[src/core/ambient_threshold_params.svh]
// Constants for the ambient light threshold window register bank.
// Included by the bank and its expander; definitions only.
`ifndef AMBIENT_THRESHOLD_PARAMS_SVH
`define AMBIENT_THRESHOLD_PARAMS_SVH

// Byte register offsets on the device register port
`define AMB_OFS_LOWER_LO    8'h0B
`define AMB_OFS_LOWER_HI    8'h0C
`define AMB_OFS_UPPER_LO    8'h0D
`define AMB_OFS_UPPER_HI    8'h0E

// Reset value of every threshold byte
`define AMB_RESET_BYTE      8'h00
`define AMB_RESET_WORD      16'h0000

// Field positions of the compressed code
`define AMB_CODE_EXP_MSB    7
`define AMB_CODE_EXP_LSB    4
`define AMB_CODE_MANT_MSB   3
`define AMB_CODE_MANT_LSB   0
`define AMB_CODE_FRAC_BITS  4

`endif

[src/core/ambient_threshold_pkg.sv]
// Types shared by the ambient light threshold window bank.
// Constants live in ambient_threshold_params.svh.
`default_nettype none

package ambient_threshold_pkg;

    typedef logic [7:0]  byte_type;
    typedef logic [15:0] threshold_type;

    typedef enum logic
    {
        CHANNEL_VISIBLE  = 1'b0,
        CHANNEL_INFRARED = 1'b1
    } channel_type;

endpackage

`default_nettype wire

[src/core/threshold_expand_if.sv]
// Carries one compressed threshold code to the expander and back.
// Used only between the bank and its expander instances.
`timescale 1ns/100ps
`default_nettype none

interface threshold_expand_if;
    ambient_threshold_pkg::byte_type      compressedCode;
    ambient_threshold_pkg::threshold_type expandedValue;

    modport source   (output compressedCode, input  expandedValue);
    modport expander (input  compressedCode, output expandedValue);
endinterface

`default_nettype wire

[src/core/threshold_expander.sv]
// Expands an 8-bit compressed threshold to a 16-bit value.
// Pure combinational; code is exponent in the high nibble, fraction low.
`timescale 1ns/100ps
`default_nettype none
`include "ambient_threshold_params.svh"

module threshold_expander
(
    // Compressed code in, full value out
    threshold_expand_if.expander port
);

    logic [4:0]  mantissa;
    logic [19:0] shifted;

    always_comb
    begin
        mantissa = {1'b1, port.compressedCode[`AMB_CODE_MANT_MSB:`AMB_CODE_MANT_LSB]};
        shifted  = {15'h0000, mantissa} << port.compressedCode[`AMB_CODE_EXP_MSB:`AMB_CODE_EXP_LSB];
        // Code zero means a true zero, not the smallest nonzero step
        if (port.compressedCode == `AMB_RESET_BYTE)
        begin
            port.expandedValue = `AMB_RESET_WORD;
        end
        else
        begin
            port.expandedValue = shifted[19:`AMB_CODE_FRAC_BITS];
        end
    end

endmodule

`default_nettype wire

[src/core/ambient_light_threshold_window.sv]
// Ambient light threshold window: four byte registers forming a lower and
// an upper 16-bit bound, and the window compare that flags the host.
// Assumes a serial-bus slave in front drives the byte register port and
// the measurement sequencer presents results with a one-cycle valid.
`timescale 1ns/100ps
`default_nettype none
`include "ambient_threshold_params.svh"

module ambient_light_threshold_window
#(
    // Revision from which the upper low byte exists (arbitrary value)
    parameter logic [7:0] MIN_UPPER_LO_REV = 8'h40
)
(
    // Clock and reset
    input  wire logic                               clock,
    input  wire logic                               reset,
    // Straps, caught once after reset release
    input  wire logic                               compressedStrap,
    input  wire logic [7:0]                         sequencerRevision,
    // Byte register port from the serial-bus slave
    input  wire logic [7:0]                         regAddr,
    input  wire ambient_threshold_pkg::byte_type    regWrData,
    input  wire logic                               regWrite,
    input  wire logic                               regRead,
    output logic [7:0]                              regRdData_ff,
    // Measurement results from the sequencer
    input  wire logic                               autonomousActive,
    input  wire ambient_threshold_pkg::channel_type channelSelect,
    input  wire ambient_threshold_pkg::threshold_type visibleResult,
    input  wire ambient_threshold_pkg::threshold_type infraredResult,
    input  wire logic                               resultValid,
    // Interrupt request toward the interrupt status logic
    output logic                                    ambientIrq_ff
);

    ////////////////////////////////////////////////////////////////////////
    // Strap capture

    logic       strapsTaken_ff;
    logic       nxt_strapsTaken;
    logic       compressedMode_ff;
    logic       nxt_compressedMode;
    logic       upperLoPresent_ff;
    logic       nxt_upperLoPresent;

    always_comb
    begin
        nxt_strapsTaken    = 1'b1;
        nxt_compressedMode = compressedMode_ff;
        nxt_upperLoPresent = upperLoPresent_ff;
        if (!strapsTaken_ff)
        begin
            nxt_compressedMode = compressedStrap;
            nxt_upperLoPresent = (sequencerRevision >= MIN_UPPER_LO_REV);
        end
    end

    always_ff @(posedge clock or posedge reset)
    begin
        if (reset)
        begin
            strapsTaken_ff    <= 1'b0;
            compressedMode_ff <= 1'b0;
            upperLoPresent_ff <= 1'b0;
        end
        else
        begin
            strapsTaken_ff    <= nxt_strapsTaken;
            compressedMode_ff <= nxt_compressedMode;
            upperLoPresent_ff <= nxt_upperLoPresent;
        end
    end

    ////////////////////////////////////////////////////////////////////////
    // Threshold registers

    ambient_threshold_pkg::threshold_type lowerBound_ff;
    ambient_threshold_pkg::threshold_type nxt_lowerBound;
    ambient_threshold_pkg::threshold_type upperBound_ff;
    ambient_threshold_pkg::threshold_type nxt_upperBound;
    logic [7:0]                           nxt_regRdData;

    always_comb
    begin
        nxt_lowerBound = lowerBound_ff;
        nxt_upperBound = upperBound_ff;
        nxt_regRdData  = regRdData_ff;
        if (regWrite)
        begin
            unique case (regAddr)
                `AMB_OFS_LOWER_LO: nxt_lowerBound[7:0]  = regWrData;
                `AMB_OFS_LOWER_HI: nxt_lowerBound[15:8] = regWrData;
                `AMB_OFS_UPPER_LO:
                begin
                    if (upperLoPresent_ff)
                    begin
                        nxt_upperBound[7:0] = regWrData;
                    end
                end
                `AMB_OFS_UPPER_HI: nxt_upperBound[15:8] = regWrData;
                default:           nxt_lowerBound = lowerBound_ff;
            endcase
        end
        if (regRead)
        begin
            unique case (regAddr)
                `AMB_OFS_LOWER_LO: nxt_regRdData = lowerBound_ff[7:0];
                `AMB_OFS_LOWER_HI: nxt_regRdData = lowerBound_ff[15:8];
                `AMB_OFS_UPPER_LO: nxt_regRdData = upperLoPresent_ff ? upperBound_ff[7:0]
                                                                     : `AMB_RESET_BYTE;
                `AMB_OFS_UPPER_HI: nxt_regRdData = upperBound_ff[15:8];
                default:           nxt_regRdData = `AMB_RESET_BYTE;
            endcase
        end
    end

    always_ff @(posedge clock or posedge reset)
    begin
        if (reset)
        begin
            lowerBound_ff <= `AMB_RESET_WORD;
            upperBound_ff <= `AMB_RESET_WORD;
            regRdData_ff  <= `AMB_RESET_BYTE;
        end
        else
        begin
            lowerBound_ff <= nxt_lowerBound;
            upperBound_ff <= nxt_upperBound;
            regRdData_ff  <= nxt_regRdData;
        end
    end

    ////////////////////////////////////////////////////////////////////////
    // Effective bounds; compressed code sits in each low byte

    threshold_expand_if lowerExpand ();
    threshold_expand_if upperExpand ();

    assign lowerExpand.compressedCode = lowerBound_ff[7:0];
    assign upperExpand.compressedCode = upperBound_ff[7:0];

    threshold_expander lowerExpander
    (
        .port (lowerExpand.expander)
    );

    threshold_expander upperExpander
    (
        .port (upperExpand.expander)
    );

    ambient_threshold_pkg::threshold_type effLower;
    ambient_threshold_pkg::threshold_type effUpper;
    ambient_threshold_pkg::threshold_type selResult;
    logic                                 outsideWindow;
    logic                                 nxt_ambientIrq;

    always_comb
    begin
        effLower = compressedMode_ff ? lowerExpand.expandedValue : lowerBound_ff;
        effUpper = compressedMode_ff ? upperExpand.expandedValue : upperBound_ff;
        selResult = (channelSelect == ambient_threshold_pkg::CHANNEL_INFRARED)
                    ? infraredResult : visibleResult;
        // Bounds are inclusive: a result equal to a bound is inside
        outsideWindow  = (selResult < effLower) || (selResult > effUpper);
        nxt_ambientIrq = autonomousActive && resultValid && outsideWindow;
    end

    always_ff @(posedge clock or posedge reset)
    begin
        if (reset)
        begin
            ambientIrq_ff <= 1'b0;
        end
        else
        begin
            ambientIrq_ff <= nxt_ambientIrq;
        end
    end

    ////////////////////////////////////////////////////////////////////////
    // Checks

    AST_LOWER_LO_WRITE: assert property (@(posedge clock) disable iff (reset)
        regWrite && regAddr == `AMB_OFS_LOWER_LO |=> lowerBound_ff[7:0] == $past(regWrData))
        else $error("Lower low byte not stored");

    AST_UPPER_HI_WRITE: assert property (@(posedge clock) disable iff (reset)
        regWrite && regAddr == `AMB_OFS_UPPER_HI |=> upperBound_ff[15:8] == $past(regWrData))
        else $error("Upper high byte not stored");

    AST_WRITE_READBACK: assert property (@(posedge clock) disable iff (reset)
        regWrite && regAddr == `AMB_OFS_LOWER_HI ##1 !regWrite
        ##1 regRead && regAddr == `AMB_OFS_LOWER_HI && !regWrite
        |=> regRdData_ff == $past(regWrData, 3))
        else $error("Lower high byte read back wrong");

    AST_RESET_ZERO: assert property (@(posedge clock)
        $fell(reset) |-> lowerBound_ff == `AMB_RESET_WORD && upperBound_ff == `AMB_RESET_WORD)
        else $error("Bounds not zero after reset");

    AST_IRQ_OUTSIDE: assert property (@(posedge clock) disable iff (reset)
        autonomousActive && resultValid && selResult > effUpper |=> ambientIrq_ff)
        else $error("No interrupt above upper bound");

    AST_NO_IRQ_INSIDE: assert property (@(posedge clock) disable iff (reset)
        ambientIrq_ff |-> $past(resultValid) && $past(autonomousActive)
        && ($past(selResult) < $past(effLower) || $past(selResult) > $past(effUpper)))
        else $error("Interrupt without outside result");

    AST_COMPRESSED_EXPAND: assert property (@(posedge clock) disable iff (reset)
        compressedMode_ff && lowerBound_ff[7:0] == 8'h69 |-> effLower == 16'h0064)
        else $error("Compressed bound expanded wrong");

    AST_UPPER_LO_ABSENT: assert property (@(posedge clock) disable iff (reset)
        strapsTaken_ff && !upperLoPresent_ff && regWrite && regAddr == `AMB_OFS_UPPER_LO
        |=> upperBound_ff[7:0] == $past(upperBound_ff[7:0]))
        else $error("Absent upper low byte was written");

    COV_IRQ: cover property (@(posedge clock) disable iff (reset) ambientIrq_ff);
    COV_INFRARED_IRQ: cover property (@(posedge clock) disable iff (reset)
        channelSelect == ambient_threshold_pkg::CHANNEL_INFRARED && nxt_ambientIrq);
    COV_COMPRESSED: cover property (@(posedge clock) disable iff (reset)
        compressedMode_ff && resultValid && autonomousActive);
    COV_READ_UPPER: cover property (@(posedge clock) disable iff (reset)
        regRead && regAddr == `AMB_OFS_UPPER_LO);

endmodule

`default_nettype wire

[config.mk]
export PLATFORM = sky130hd
export DESIGN_NAME = ambient_light_threshold_window
export DESIGN_NICKNAME = d
export VERILOG_FILES = /design/src/core/ambient_threshold_pkg.sv /design/src/core/threshold_expand_if.sv /design/src/core/threshold_expander.sv /design/src/core/ambient_light_threshold_window.sv
export VERILOG_INCLUDE_DIRS = /design/src /design/src/core
export SDC_FILE = /design/constraint.sdc
export NUM_CORES = 1
export LEC_CHECK = 0
export BUFFER_PORTS_ARGS = -buffer_cell sky130_fd_sc_hd__buf_4
export CAP_MARGIN = 20
export CORE_MARGIN = 2
export CORE_UTILIZATION = 30
export CTS_BUF_LIST = sky130_fd_sc_hd__clkbuf_4 sky130_fd_sc_hd__clkbuf_8
export DETAILED_ROUTE_END_ITERATION = 8
export SYNTH_ARGS = -nofsm -noshare
export SYNTH_HDL_FRONTEND = slang
export SYNTH_HIERARCHICAL = 1
export SYNTH_SLANG_ARGS = --single-unit
[constraint.sdc]
create_clock -name clock -period 4.2 [get_ports clock]
set_input_delay 0.84 -clock clock [delete_from_list [all_inputs] [get_ports clock]]
set_output_delay 0.84 -clock clock [all_outputs]
set_load 0.01 [all_outputs]
# Yosys cells after proc, flatten, opt, wreduce, memory -nomap -nowiden
# Index checks and enable logic that the tools add are counted.
# totals
register_bits,44
in_bits,64
output_inout_bits,9
elab_cells,34
# op_classes
n_lt_le_gt_ge,3
eq_ne,4
n_shift,2
mux,7
n_reduce_logical,9
# ops
op,n
16-bit two-way mux,5
5-bit by 4-bit << shifter with 20-bit output,2
"8-bit by 4-bit == test with 1-bit output, second input constant",4
8-bit case mux with 4 select lines,1
16-bit greater-than comparator,1
8-bit logical NOT,2
16-bit less-than comparator,1
"8-bit by 7-bit greater-or-equal comparator with 1-bit output, second input constant",1
8-bit two-way mux,1
2-bit AND reduction,3
3-bit AND reduction,1
1-bit logical AND,2
1-bit logical OR,1

# Depth between registers and ports, before layout
# Gate-level depths: netlist (run 1).
# logic_depth
word_depth,6
ltp_mapped,11

# Hierarchy
# Netlist (run 1), hierarchy kept.
# by_module_without_submodules
module,instances,cells_per_inst,area_per_inst_um2,seq_area_each_um2
ambient_light_threshold_window,1,268,3085.5,1101.1
threshold_expander,2,51,340.3,0.0

# Worst setup path after synthesis (run 1)
# No wires, ideal clock.
# synth_timing
kind,input to register
startpoint,input channelSelect
endpoint,register ambientIrq_ff
t_arrival_ns,2.824
required_time_ns,4.067
setup_slack_ns,1.243
path_stages,9
cell_sequence,buf_2 > buf_1 > mux2_2 > ha_1 > a21oi_1 > nand2_1 > a21o_1 > a2111oi_0 > o2bb2ai_1
# synth_via
elab_chain_cells,4
word_cells_on_any_way,5
classes_between,2 x order compare; 1 x mux; 2 x reduce/logical
# synth_lines
item,line,text
from (decl),ambient_light_threshold_window.sv:29,"input wire ambient_threshold_pkg::channel_type channelSelect,"
16-bit two-way mux *,ambient_light_threshold_window.sv:164,? infraredResult : visibleResult;
16-bit less-than comparator / 16-bit greater-than comparator (equally long branches),ambient_light_threshold_window.sv:166,outsideWindow = (selResult < effLower) || (selResult > effUpper);
1-bit logical OR *,ambient_light_threshold_window.sv:166,
1-bit logical AND *,ambient_light_threshold_window.sv:167,nxt_ambientIrq = autonomousActive && resultValid && outsideWindow;
net nxt_ambientIrq,ambient_light_threshold_window.sv:157,logic nxt_ambientIrq;
to (signal assigned),ambient_light_threshold_window.sv:178,ambientIrq_ff <= nxt_ambientIrq;
to (decl),ambient_light_threshold_window.sv:34,output logic ambientIrq_ff
# The timed path passes the listed nets; every way through them passes the cells marked *.
# A chain may end at the register's enable or synchronous reset.

# Worst setup path after layout (run 1)
# layout_timing
startpoint,register upperBound_ff[4]
endpoint,register ambientIrq_ff
# layout_via
elab_chain_cells,6
word_cells_on_any_way,7
classes_between,1 x order compare; 1 x shift; 2 x mux; 3 x reduce/logical
# layout_lines
item,line,text
from (decl),ambient_light_threshold_window.sv:80,ambient_threshold_pkg::threshold_type upperBound_ff;
from (signal assigned),ambient_light_threshold_window.sv:123,upperBound_ff <= `AMB_RESET_WORD;
from (signal assigned),ambient_light_threshold_window.sv:129,upperBound_ff <= nxt_upperBound;
5-bit by 4-bit << shifter with 20-bit output / 8-bit logical NOT (equally long branches),n/a,
16-bit two-way mux *,threshold_expander.sv:21,if (port.compressedCode == `AMB_RESET_BYTE)
net upperExpand.expandedValue[1],threshold_expand_if.sv:8,ambient_threshold_pkg::threshold_type expandedValue;
16-bit two-way mux *,ambient_light_threshold_window.sv:162,effUpper = compressedMode_ff ? upperExpand.expandedValue : upperBound_ff;
16-bit greater-than comparator *,ambient_light_threshold_window.sv:166,
1-bit logical OR *,ambient_light_threshold_window.sv:166,
1-bit logical AND *,ambient_light_threshold_window.sv:167,
net nxt_ambientIrq,ambient_light_threshold_window.sv:157,
# Marks and branches as above.

==> impl_metrics.toml, run 1 <==
[sta]
fmax_ghz = 0.337
worst_slew_pin_slew_ps = 794
setup_viol = 0
slew_headroom = 0.471
finalHoldViolCount = 0
tns_ps = 0
skew_ps = 5.36
worst_slack_ps = 1230
hold-worst-slack_ps = 479
finalMaxSlewViolations = 0
rsz0062_at_grt = "false"
period_minus_slack_ps = 2970
finalCritPeriodShare = 0.706

[detailed_routing]
route.vias.total = 3197
wl_per_cell_um = 17.1
drc = 0
ant_nets = 0
drtIter0Drc = 230
drt-total-wl_um = 10200
drt-vias-per-instance = 5.38
drtPass1Iterations = 5

[yosys]
ys_warn_count = 6
synth_area_sq_mm = 0.00377
ys_async_sr_fraction = 1.00
synth_common_cells = "mux2_2 (51), dfrtp_1 (44), ha_1 (31), mux2i_1 (31)"
synth_fp_nets = 465
ys_ff_latch = 44
synth_area_leaders = "dfrtp_1 (29%), mux2_2 (15%), ha_1 (10%), mux2i_1 (8.2%), o22ai_1 (3.0%)"
synth_edf_count = 0
synth_ff_type = "dfrtp_1"
yosysTopAreaCell = "dfrtp_1"
synth_cells = 370
synthDistinctLibCells = 48
ys_seq_area_frac = 0.292
synth_top_area_frac = 0.292
postSynthAreaPerCell_sq_um = 10.2
yosysMostFrequentCell = "mux2_2"

[die]
pin_count = 73
dieHeight_um = 116
core-area_sq_mm = 0.0121
rows = 40
die-area_sq_mm = 0.0135
die_w_um = 116
start_util = 0.311

[grt]
track_usage = 0.150
antenna_found_initial = 0
grt_pass1_vias = 3095
grt_pass1_wl_um = 15600
grt_overflow_total = 0
grt_max_degree = 45

[run_status]
outcome = "finished, final reports clean"

[pwr]
powerDensity_mw_per_mm2 = 235
combPwrFrac = 0.237
p_int_mw = 0.752
p_seq_frac = 0.449
p_sw_frac = 0.289
irDropWorstVdd_mv = 0.150
pwr-share-clk = 0.313
power.switching_mw = 0.306
leakagePower_nw = 2.03

[hold_path]
hold_path_class = "reg -> reg"
holdPathStages = 2

[cells_and_area]
stdcell_count = 594
regArea_sq_mm = 0.00110
nets = 520
stdcell_area_sq_mm = 0.00450
synthToLayoutAreaGrowth_pct = 19.4
n_antenna_cell = 0
multi_input_area_sq_mm = 0.00251
drive_gt1_frac = 0.343
fill_cells = 1225

[cts]
cts_buffers = 5
postCtsSetupBuffers = 0
clock_sinks = 44
ctsHoldBuffers = 0
clkTransAtPathRegs_ps = 90
clk_latency_ps = 290
clk_path_buf_depth = 2
cts_resized = 0
cts_max_level = 2
tritoncts = "built"
clock-root-buffer = "clkbuf_8"

[run]
max_cap_violations = 0

[critical_path]
cp.required_ps = 4360
worst-r2r-cell-count = 9
crit_fanout = 13
cp-start-kind = "register"
cp.arrival_ps = 3130
crit_type = "reg -> reg"
worstSetupEndpointType = "register"

[placed_design]
pre_cts_slack_ps = 1250
placed_area_sq_mm = 0.00438
io_buffers = 66
dp_hpwl_um = 8170
gp_congestion = 0.832
dp_cells = 586
==> power by group through the flow <==
stage	Sequential, mW	Clock (mW)	Combinational [mW]
6_report	0.475	0.332	0.251
2_1_floorplan	0.461	0	0.177
5_1_grt	0.480	0.353	0.278
3_3_place_gp	0.482	0	0.242
3_5_place_dp	0.484	0	0.251
4_1_cts	0.475	0.341	0.252
==> cells in the final DEF, fill, tap and decap left out, drive strengths merged, types with 7 or more instances in the layout <==
| cell | n |
|---|---|
| a21o | 13 |
| a21oi | 15 |
| a222oi | 8 |
| buf | 68 |
| dfrtp | 44 |
| ha | 31 |
| inv | 12 |
| mux2 | 54 |
| mux2i | 35 |
| nand2 | 21 |
| nand3 | 9 |
| nor2 | 14 |
| nor3b | 8 |
| o21ai | 7 |
| o22ai | 18 |
==> per-stage QoR <==
| stage | total power, mW | util |
|---|---|---|
| after floorplan | 0.638 | - |
| after global placement | 0.725 | 0.362 |
| after detailed placement | 0.735 | 0.362 |
| after CTS | 1.07 | 0.371 |
| after global routing | 1.11 | 0.371 |
| final | 1.06 | 0.371 |
==> logic make-up (layout without fill, tap and decap cells) <==
logic type / count (synthesis) / after routing / share of synthesized area
AOI/OAI and AO/OA: 86 / 86 / 0.169
buffers and inverters: 32 / 88 / 0.0402
other: 1 / 1 / 0.000996
and+or+nand+nor: 86 / 86 / 0.132
xor gates and xnor gates: 1 / 1 / 0.00233
muxes: 89 / 89 / 0.260
DFF: 44 / 44 / 0.292
adders and majority gates: 31 / 31 / 0.103
==> sequential cells by signal (all words and copies together) (netlist names) <==
| name | count |
|---|---|
| lowerBound_ff | 16 |
| regRdData_ff | 8 |
| compressedMode_ff | 1 |
| strapsTaken_ff | 1 |
| upperBound_ff | 16 |
| upperLoPresent_ff | 1 |
| ambientIrq_ff | 1 |
==> path summary, 6_finish.rpt <==
path                                           to         startpoint  slack, ps
worst max-delay path                ambientIrq_ff   upperBound_ff[4]       1230
max in group asynchronous       lowerBound_ff[15]              reset       3140
worst min register to register  upperLoPresent_ff  upperLoPresent_ff        480
worst min-delay path            upperLoPresent_ff  upperLoPresent_ff        480
min in group asynchronous        lowerBound_ff[0]              reset        680
worst max register to register      ambientIrq_ff   upperBound_ff[4]       1230
==> metal layers <==
layer,part of all wire,GRT usage,up-vias
met2,0.46,0.244,103
li1,-,-,1536
met4,0.020,0.0437,0
met1,0.46,0.209,1543
met3,0.061,0.0178,15
met5,0,0,-
==> worst max-delay path, cell delays in order, from the launching register on <==
cell	delay, ps
dfrtp_1	620
mux2_4	360
a21boi_0	270
nor3_1	70
mux2i_1	320
ha_1	320
a21oi_1	150
o21ai_0	90
a2111oi_0	470
o2bb2ai_1	150
==> area by class of cell <==
type / instances / share of cell area
flip-flops and latches: 44 / 0.245
multi-input cells: 294 / 0.559
well taps: 168 / 0.0468
repair buffers: 68 / 0.114
clock buffers: 5 / 0.0153
inverters: 12 / 0.0100
clock inverters: 3 / 0.0103
(Power assumes the default switching activity.)
==> run 2, diff against run 1 <==
--- a/config.mk
+++ b/config.mk
@@ -6,6 +6,7 @@
 export SDC_FILE = /design/constraint.sdc
 export NUM_CORES = 1
 export LEC_CHECK = 0
+export ABC_AREA = 1
 export BUFFER_PORTS_ARGS = -buffer_cell sky130_fd_sc_hd__buf_4
 export CAP_MARGIN = 20
 export CORE_MARGIN = 2
==> constraint.sdc (replaced) <==
create_clock -name clock -period 3 [get_ports clock]
set_input_delay 0.6 -clock clock [delete_from_list [all_inputs] [get_ports clock]]
set_output_delay 0.6 -clock clock [all_outputs]
set_load 0.01 [all_outputs]
==> run 2 against run 1 <==
Register-to-register slack lost 690 ps. Die area is 2.4% higher. Worst setup slack worse by 690 ps. First-iteration DRC count is 46% higher.
==> impl_metrics.toml, run 2 <==
[run_status]
outcome = "finished, final reports clean"

[cts]
cts_buffers = 5
ctsHoldBuffers = 0
tritoncts = "built"
clk_latency_ps = 300
clkTransAtPathRegs_ps = 90
cts_resized = 0
postCtsSetupBuffers = 0
clock-root-buffer = "clkbuf_8"
cts_max_level = 2
clk_path_buf_depth = 2
clock_sinks = 44

[pwr]
powerDensity_mw_per_mm2 = 359
combPwrFrac = 0.302
p_sw_frac = 0.342
pwr-share-clk = 0.288
leakagePower_nw = 2.31
p_seq_frac = 0.410
p_int_mw = 1.08
power.switching_mw = 0.558
irDropWorstVdd_mv = 0.205

[yosys]
ys_seq_area_frac = 0.285
yosysMostFrequentCell = "nand2_1"
synth_edf_count = 0
yosysTopAreaCell = "dfrtp_1"
synth_area_leaders = "dfrtp_1 (29%), nand2_1 (19%), ha_1 (10%), o21ai_0 (7.3%), nand3_1 (5.1%)"
ys_ff_latch = 44
postSynthAreaPerCell_sq_um = 6.79
synth_area_sq_mm = 0.00386
synth_top_area_frac = 0.285
synth_cells = 568
synth_common_cells = "nand2_1 (196), o21ai_0 (56), dfrtp_1 (44), inv_1 (43), nand3_1 (39)"
synth_ff_type = "dfrtp_1"
ys_async_sr_fraction = 1.00
ys_warn_count = 6
synth_fp_nets = 663
synthDistinctLibCells = 33

[critical_path]
crit_fanout = 9
crit-reg2reg-launch = "lowerBound_ff[4]"
r2r_slack_ps = 540
cp.arrival_ps = 2680
r2r_end = "ambientIrq_ff"
crit_type = "reg -> reg"
cp.required_ps = 3220
cp-start-kind = "register"
worstSetupEndpointType = "register"
worst-r2r-cell-count = 18

[die]
core-area_sq_mm = 0.0126
rows = 41
pin_count = 73
start_util = 0.307
die-area_sq_mm = 0.0138
dieHeight_um = 117
die_w_um = 117

[detailed_routing]
drc = 0
route.vias.total = 3933
routed.top_layer = "met4"
dr_wl_met3_um = 583
wl_per_cell_um = 14.1
drtPass1Iterations = 5
drtIter0Drc = 336
ant_nets = 0
wl_met1_um = 5470
drt-vias-per-instance = 4.93
dr_wl_met2_um = 5120
drt-total-wl_um = 11200

[cells_and_area]
n_antenna_cell = 0
stdcell_area_sq_mm = 0.00455
top_regs = "lowerBound_ff: 16 flops, upperBound_ff: 16 flops, regRdData_ff: 8 flops"
synthToLayoutAreaGrowth_pct = 17.9
final_common_cell = "nand2_1"
nets = 719
final_cell_mix = "nand2_1 (196), buf_4 (68), o21ai_0 (56), dfrtp_1 (44), inv_1 (42)"
drive_gt1_frac = 0.168
fill_cells = 1396

[sta]
worst_slew_pin_slew_ps = 563
rsz0062_at_grt = "false"
finalCritPeriodShare = 0.818
tns_ps = 0
slew_headroom = 0.625
finalHoldViolCount = 0
setup_viol = 0
period_minus_slack_ps = 2460
fmax_ghz = 0.407
finalMaxSlewViolations = 0
skew_ps = 1.96

[grt]
grt_pass1_vias = 3624
grt_overflow_total = 0
grt_max_degree = 45
antenna_found_initial = 0
track_usage = 0.164
grt_pass1_wl_um = 18500

[placed_design]
placed_area_sq_mm = 0.00443
dp_hpwl_um = 9160
io_buffers = 66
gp_congestion = 0.877

[run]
max_cap_violations = 0

[hold_path]
hold_path_class = "in -> async"
==> run 2: cell count changes after synthesis, sizes merged, moves of 12 or more <==
| cell | before | now |
|---|---|---|
| a21oi | 15 | 27 |
| nand3 | 9 | 40 |
| nor2 | 14 | 36 |
| a21o | 13 | 0 |
| o21ai | 7 | 79 |
| mux2i | 35 | 14 |
| inv | 12 | 52 |
| mux2 | 54 | 0 |
| nand2 | 21 | 197 |
==> run 2: worst max path at each step <==
stage                           startpoint            end  slack [ps]  cells past startpoint
after floorplan              channelSelect  ambientIrq_ff         960                     13
after global placement    lowerBound_ff[4]  ambientIrq_ff         610                     18
after detailed placement  lowerBound_ff[4]  ambientIrq_ff         550                     18
after CTS                 lowerBound_ff[4]  ambientIrq_ff         540                     18
after global routing      lowerBound_ff[4]  ambientIrq_ff         240                     14
final                     lowerBound_ff[4]  ambientIrq_ff         540                     18
==> run 2: metal layers <==
layer | track usage | up-vias
met1 | 0.238 | 1825
met4 | 0.0226 | 0
li1 | - | 1996
met3 | 0.0253 | 4
met5 | 0 | -
met2 | 0.264 | 108
==> run 2: kinds of logic (layout without fill, tap and decap cells) <==
family	Yosys count	in the layout	share of synthesized area
multiplexers	14	14	0.0363
AND/OR/NAND/NOR	287	287	0.321
flip-flops	44	44	0.285
AO/OA/AOI/OAI	116	116	0.158
buffers and inverters	75	132	0.0979
adder cells (fa/ha/maj)	31	31	0.101
other	1	1	0.000972
==> run 2: final cells by class <==
class | count | area (sq um) | area share
inverters | 56 | 228 | 0.0501
repair buffers | 68 | 510 | 0.112
well taps | 172 | 215 | 0.0473
clock inverters | 3 | 46.3 | 0.0102
multi-input cells | 449 | 2380 | 0.523
flip-flops and latches | 44 | 1100 | 0.242
clock buffers | 5 | 68.8 | 0.0151
==> run 2: worst max-delay path, cell delays in order, from the launching register on <==
cell	delay, ps
dfrtp_1	560
clkinv_4	130
nand2_1	90
nand2_1	50
nand2_1	70
nand3_1	70
nand2_1	120
nor2_1	50
o21ai_0	360
ha_1	310
nand2_1	70
inv_1	40
nand2_1	50
nand2_1	50
nand2_1	50
nand2_1	50
nand2_1	60
nand2_1	50
a21oi_1	140
==> run 2: power groups by stage <==
stage | Sequential [mW] | Combinational [mW] | Clock (mW)
after floorplan | 0.655 | 0.348 | 0
after global routing | 0.676 | 0.565 | 0.498
after detailed placement | 0.681 | 0.493 | 0
after global placement | 0.680 | 0.475 | 0
final | 0.669 | 0.493 | 0.471
after CTS | 0.669 | 0.496 | 0.478
==> run 2: metrics by stage <==
step            util  instances  setup slack (ps)  hold WS (ps)  power [mW]
6_report       0.362        797               545           420        1.63
5_1_grt        0.362        797               237           496        1.74
4_1_cts        0.362        797               535           444        1.64
3_5_place_dp   0.353        789               555           472        1.17
3_3_place_gp   0.353        789               610           473        1.16
2_1_floorplan      -        568               957           453        1.00
==> run 3, diff against run 2 <==
==> constraint.sdc (replaced) <==
create_clock -name clock -period 2.1 [get_ports clock]
set_input_delay 0.42 -clock clock [delete_from_list [all_inputs] [get_ports clock]]
set_output_delay 0.42 -clock clock [all_outputs]
set_load 0.01 [all_outputs]
==> run 3 against run 2 <==
The flow now finishes with violations (negative setup slack). Global-route usage up 1.0 points. Die area unchanged. Clock power up 41%. Register-to-register slack worse by 650 ps. Worst setup slack worse by 650 ps. Maximum frequency up 12%. Non-clock buffer count up 42. Count of clock-buffer cells in the layout unchanged. Via count up 5.9%. Wire length up 8.3%. Critical path type unchanged. Critical endpoint unchanged.
==> impl_metrics.toml, run 3 (synthesis results as in run 2) <==
[run_status]
outcome = "finished with violations"
violations = "negative setup slack"

[die]
core-area_sq_mm = 0.0126
die-area_sq_mm = 0.0138
pin_count = 73
rows = 41
dieHeight_um = 117
start_util = 0.307
die_w_um = 117

[pwr]
powerDensity_mw_per_mm2 = 491
irDropWorstVdd_mv = 0.257
leakagePower_nw = 2.57

[critical_path]
path_cells = "clkinv_4, o21ai_2, or2_1, buf_4, nor2_1, o21ai_1, ha_1, nand2_1, inv_1, o21ai_1, nand2_1, nor2_1, nand2_1, a21oi_2"
slowest_delay_ps = 480
worstSetupEndpointType = "register"
crit_fanout = 7
cp.arrival_ps = 2440
crit_path_frequent_cell = "nand2_1"
cp-start-kind = "register"
cp.required_ps = 2340
cp_slowest_cell = "dfrtp_2"
crit_type = "reg -> reg"

[placed_design]
io_buffers = 66
gp_congestion = 0.893
dp_cells = 824
dp_hpwl_um = 9680
pre_cts_slack_ps = -233

[cells_and_area]
stdcell_count = 839
synthToLayoutAreaGrowth_pct = 32.0
n_antenna_cell = 0
nets = 761
final_common_cell = "nand2_1"
multi_input_area_sq_mm = 0.00258
fill_cells = 1305
drive_gt1_frac = 0.297
final_cell_mix = "nand2_1 (186), buf_4 (106), inv_1 (42), o21ai_0 (41), dfrtp_1 (39)"
regArea_sq_mm = 0.00111
top_regs = "lowerBound_ff: 16 flops, upperBound_ff: 16 flops, regRdData_ff: 8 flops"

[cts]
clock-root-buffer = "clkbuf_8"
cts_max_level = 2
clk_latency_ps = 310
clock_sinks = 44
clk_path_buf_depth = 2
clkTransAtPathRegs_ps = 100
cts_buffers = 5
tritoncts = "built"

[sta]
finalMaxSlewViolations = 0
skew_ps = 13.5
tns_ps = -102
period_minus_slack_ps = 2200
finalHoldViolCount = 0
finalCritPeriodShare = 1.05
worst_slew_pin_slew_ps = 555
fmax_ghz = 0.454
worst_slack_ps = -102
rsz0062_at_grt = "true"
setup_viol = 1
slew_headroom = 0.630

[detailed_routing]
drtPass1Iterations = 5
drtIter0Drc = 341
drc = 0
wl_per_cell_um = 14.5
drt-vias-per-instance = 4.97
route.vias.total = 4166
ant_nets = 0
drt-total-wl_um = 12100

[run]
max_cap_violations = 0

[grt]
grt_pass1_vias = 3912
grt_max_degree = 45
track_usage = 0.174
grt_pass1_wl_um = 19700
grt_overflow_total = 0
antenna_found_initial = 0

[hold_path]
hold_path_class = "in -> async"
-- run 3: cell types whose count changed in the layout (fill, tap and decap cells not counted), moves of 10 or more --
cell / delta
nand3_2: +14
nand3_1: -15
nand2_1: -10
buf_4: +38
o21ai_0: -15
o21ai_1: +11
-- run 3: per-layer routing --
layer,GRT usage,wire length (um)
met5,0,0
met4,0.0399,214
met3,0.0302,803
met2,0.281,5510
met1,0.242,5620
-- run 3: metrics by stage --
step                      hold WS (ps)  utilization  instance area (sq um)  power [mW]
after floorplan                    453            -                   3860        1.43
after global placement             474        0.376                   4720        1.74
final                              241        0.405                   5090        2.50
after detailed placement           474        0.376                   4720        1.77
after global routing               294        0.405                   5090        2.66
after CTS                          273        0.391                   4910        2.45
-- run 3: final timing paths --
check	start	end	slack (ps)	cells after the start
max	lowerBound_ff[4]	ambientIrq_ff	-100	14
max reg2reg	lowerBound_ff[4]	ambientIrq_ff	-100	14
max in group asynchronous	reset	upperBound_ff[4]	1440	3
min reg2reg	regRdData_ff[0]	regRdData_ff[0]	490	2
min in group clock	regWrData[7]	upperBound_ff[15]	330	3
min	reset	regRdData_ff[1]	240	3
-- run 3: where the power goes --
group | switching (mW) | total, mW | internal (mW)
Combinational | 0.490 | 0.888 | 0.397
Sequential | 0.0578 | 0.949 | 0.892
Clock | 0.313 | 0.665 | 0.352
Total | 0.861 | 2.50 | 1.64
-- run 3: final cells by class --
type,count,area share
Sequential cell,44,0.217
Timing Repair Buffer,110,0.167
Tap cell,172,0.0423
Clock buffer,5,0.0135
Multi-Input combinational cell,449,0.506
Inverter,56,0.0447
Clock inverter,3,0.00835
-- run 3: repair_timing --
action / in CTS / in global routing
pin swaps: 9 / 18
hold endpoints to repair: 0 / 0
gates resized for setup: 29 / 42
hold buffers: 0 / 0
endpoints found under the setup margin: 1 / 1
setup buffers: 1 / 6
-- run 3: critical path: cells and delay by family, from the launching register on --
kind                       cells  cell delay (ps)
and+or+nand+nor                6              650
DFF                            1              480
AOI/OAI and AO/OA              4              400
buffers and inverters          3              300
adders and majority gates      1              280
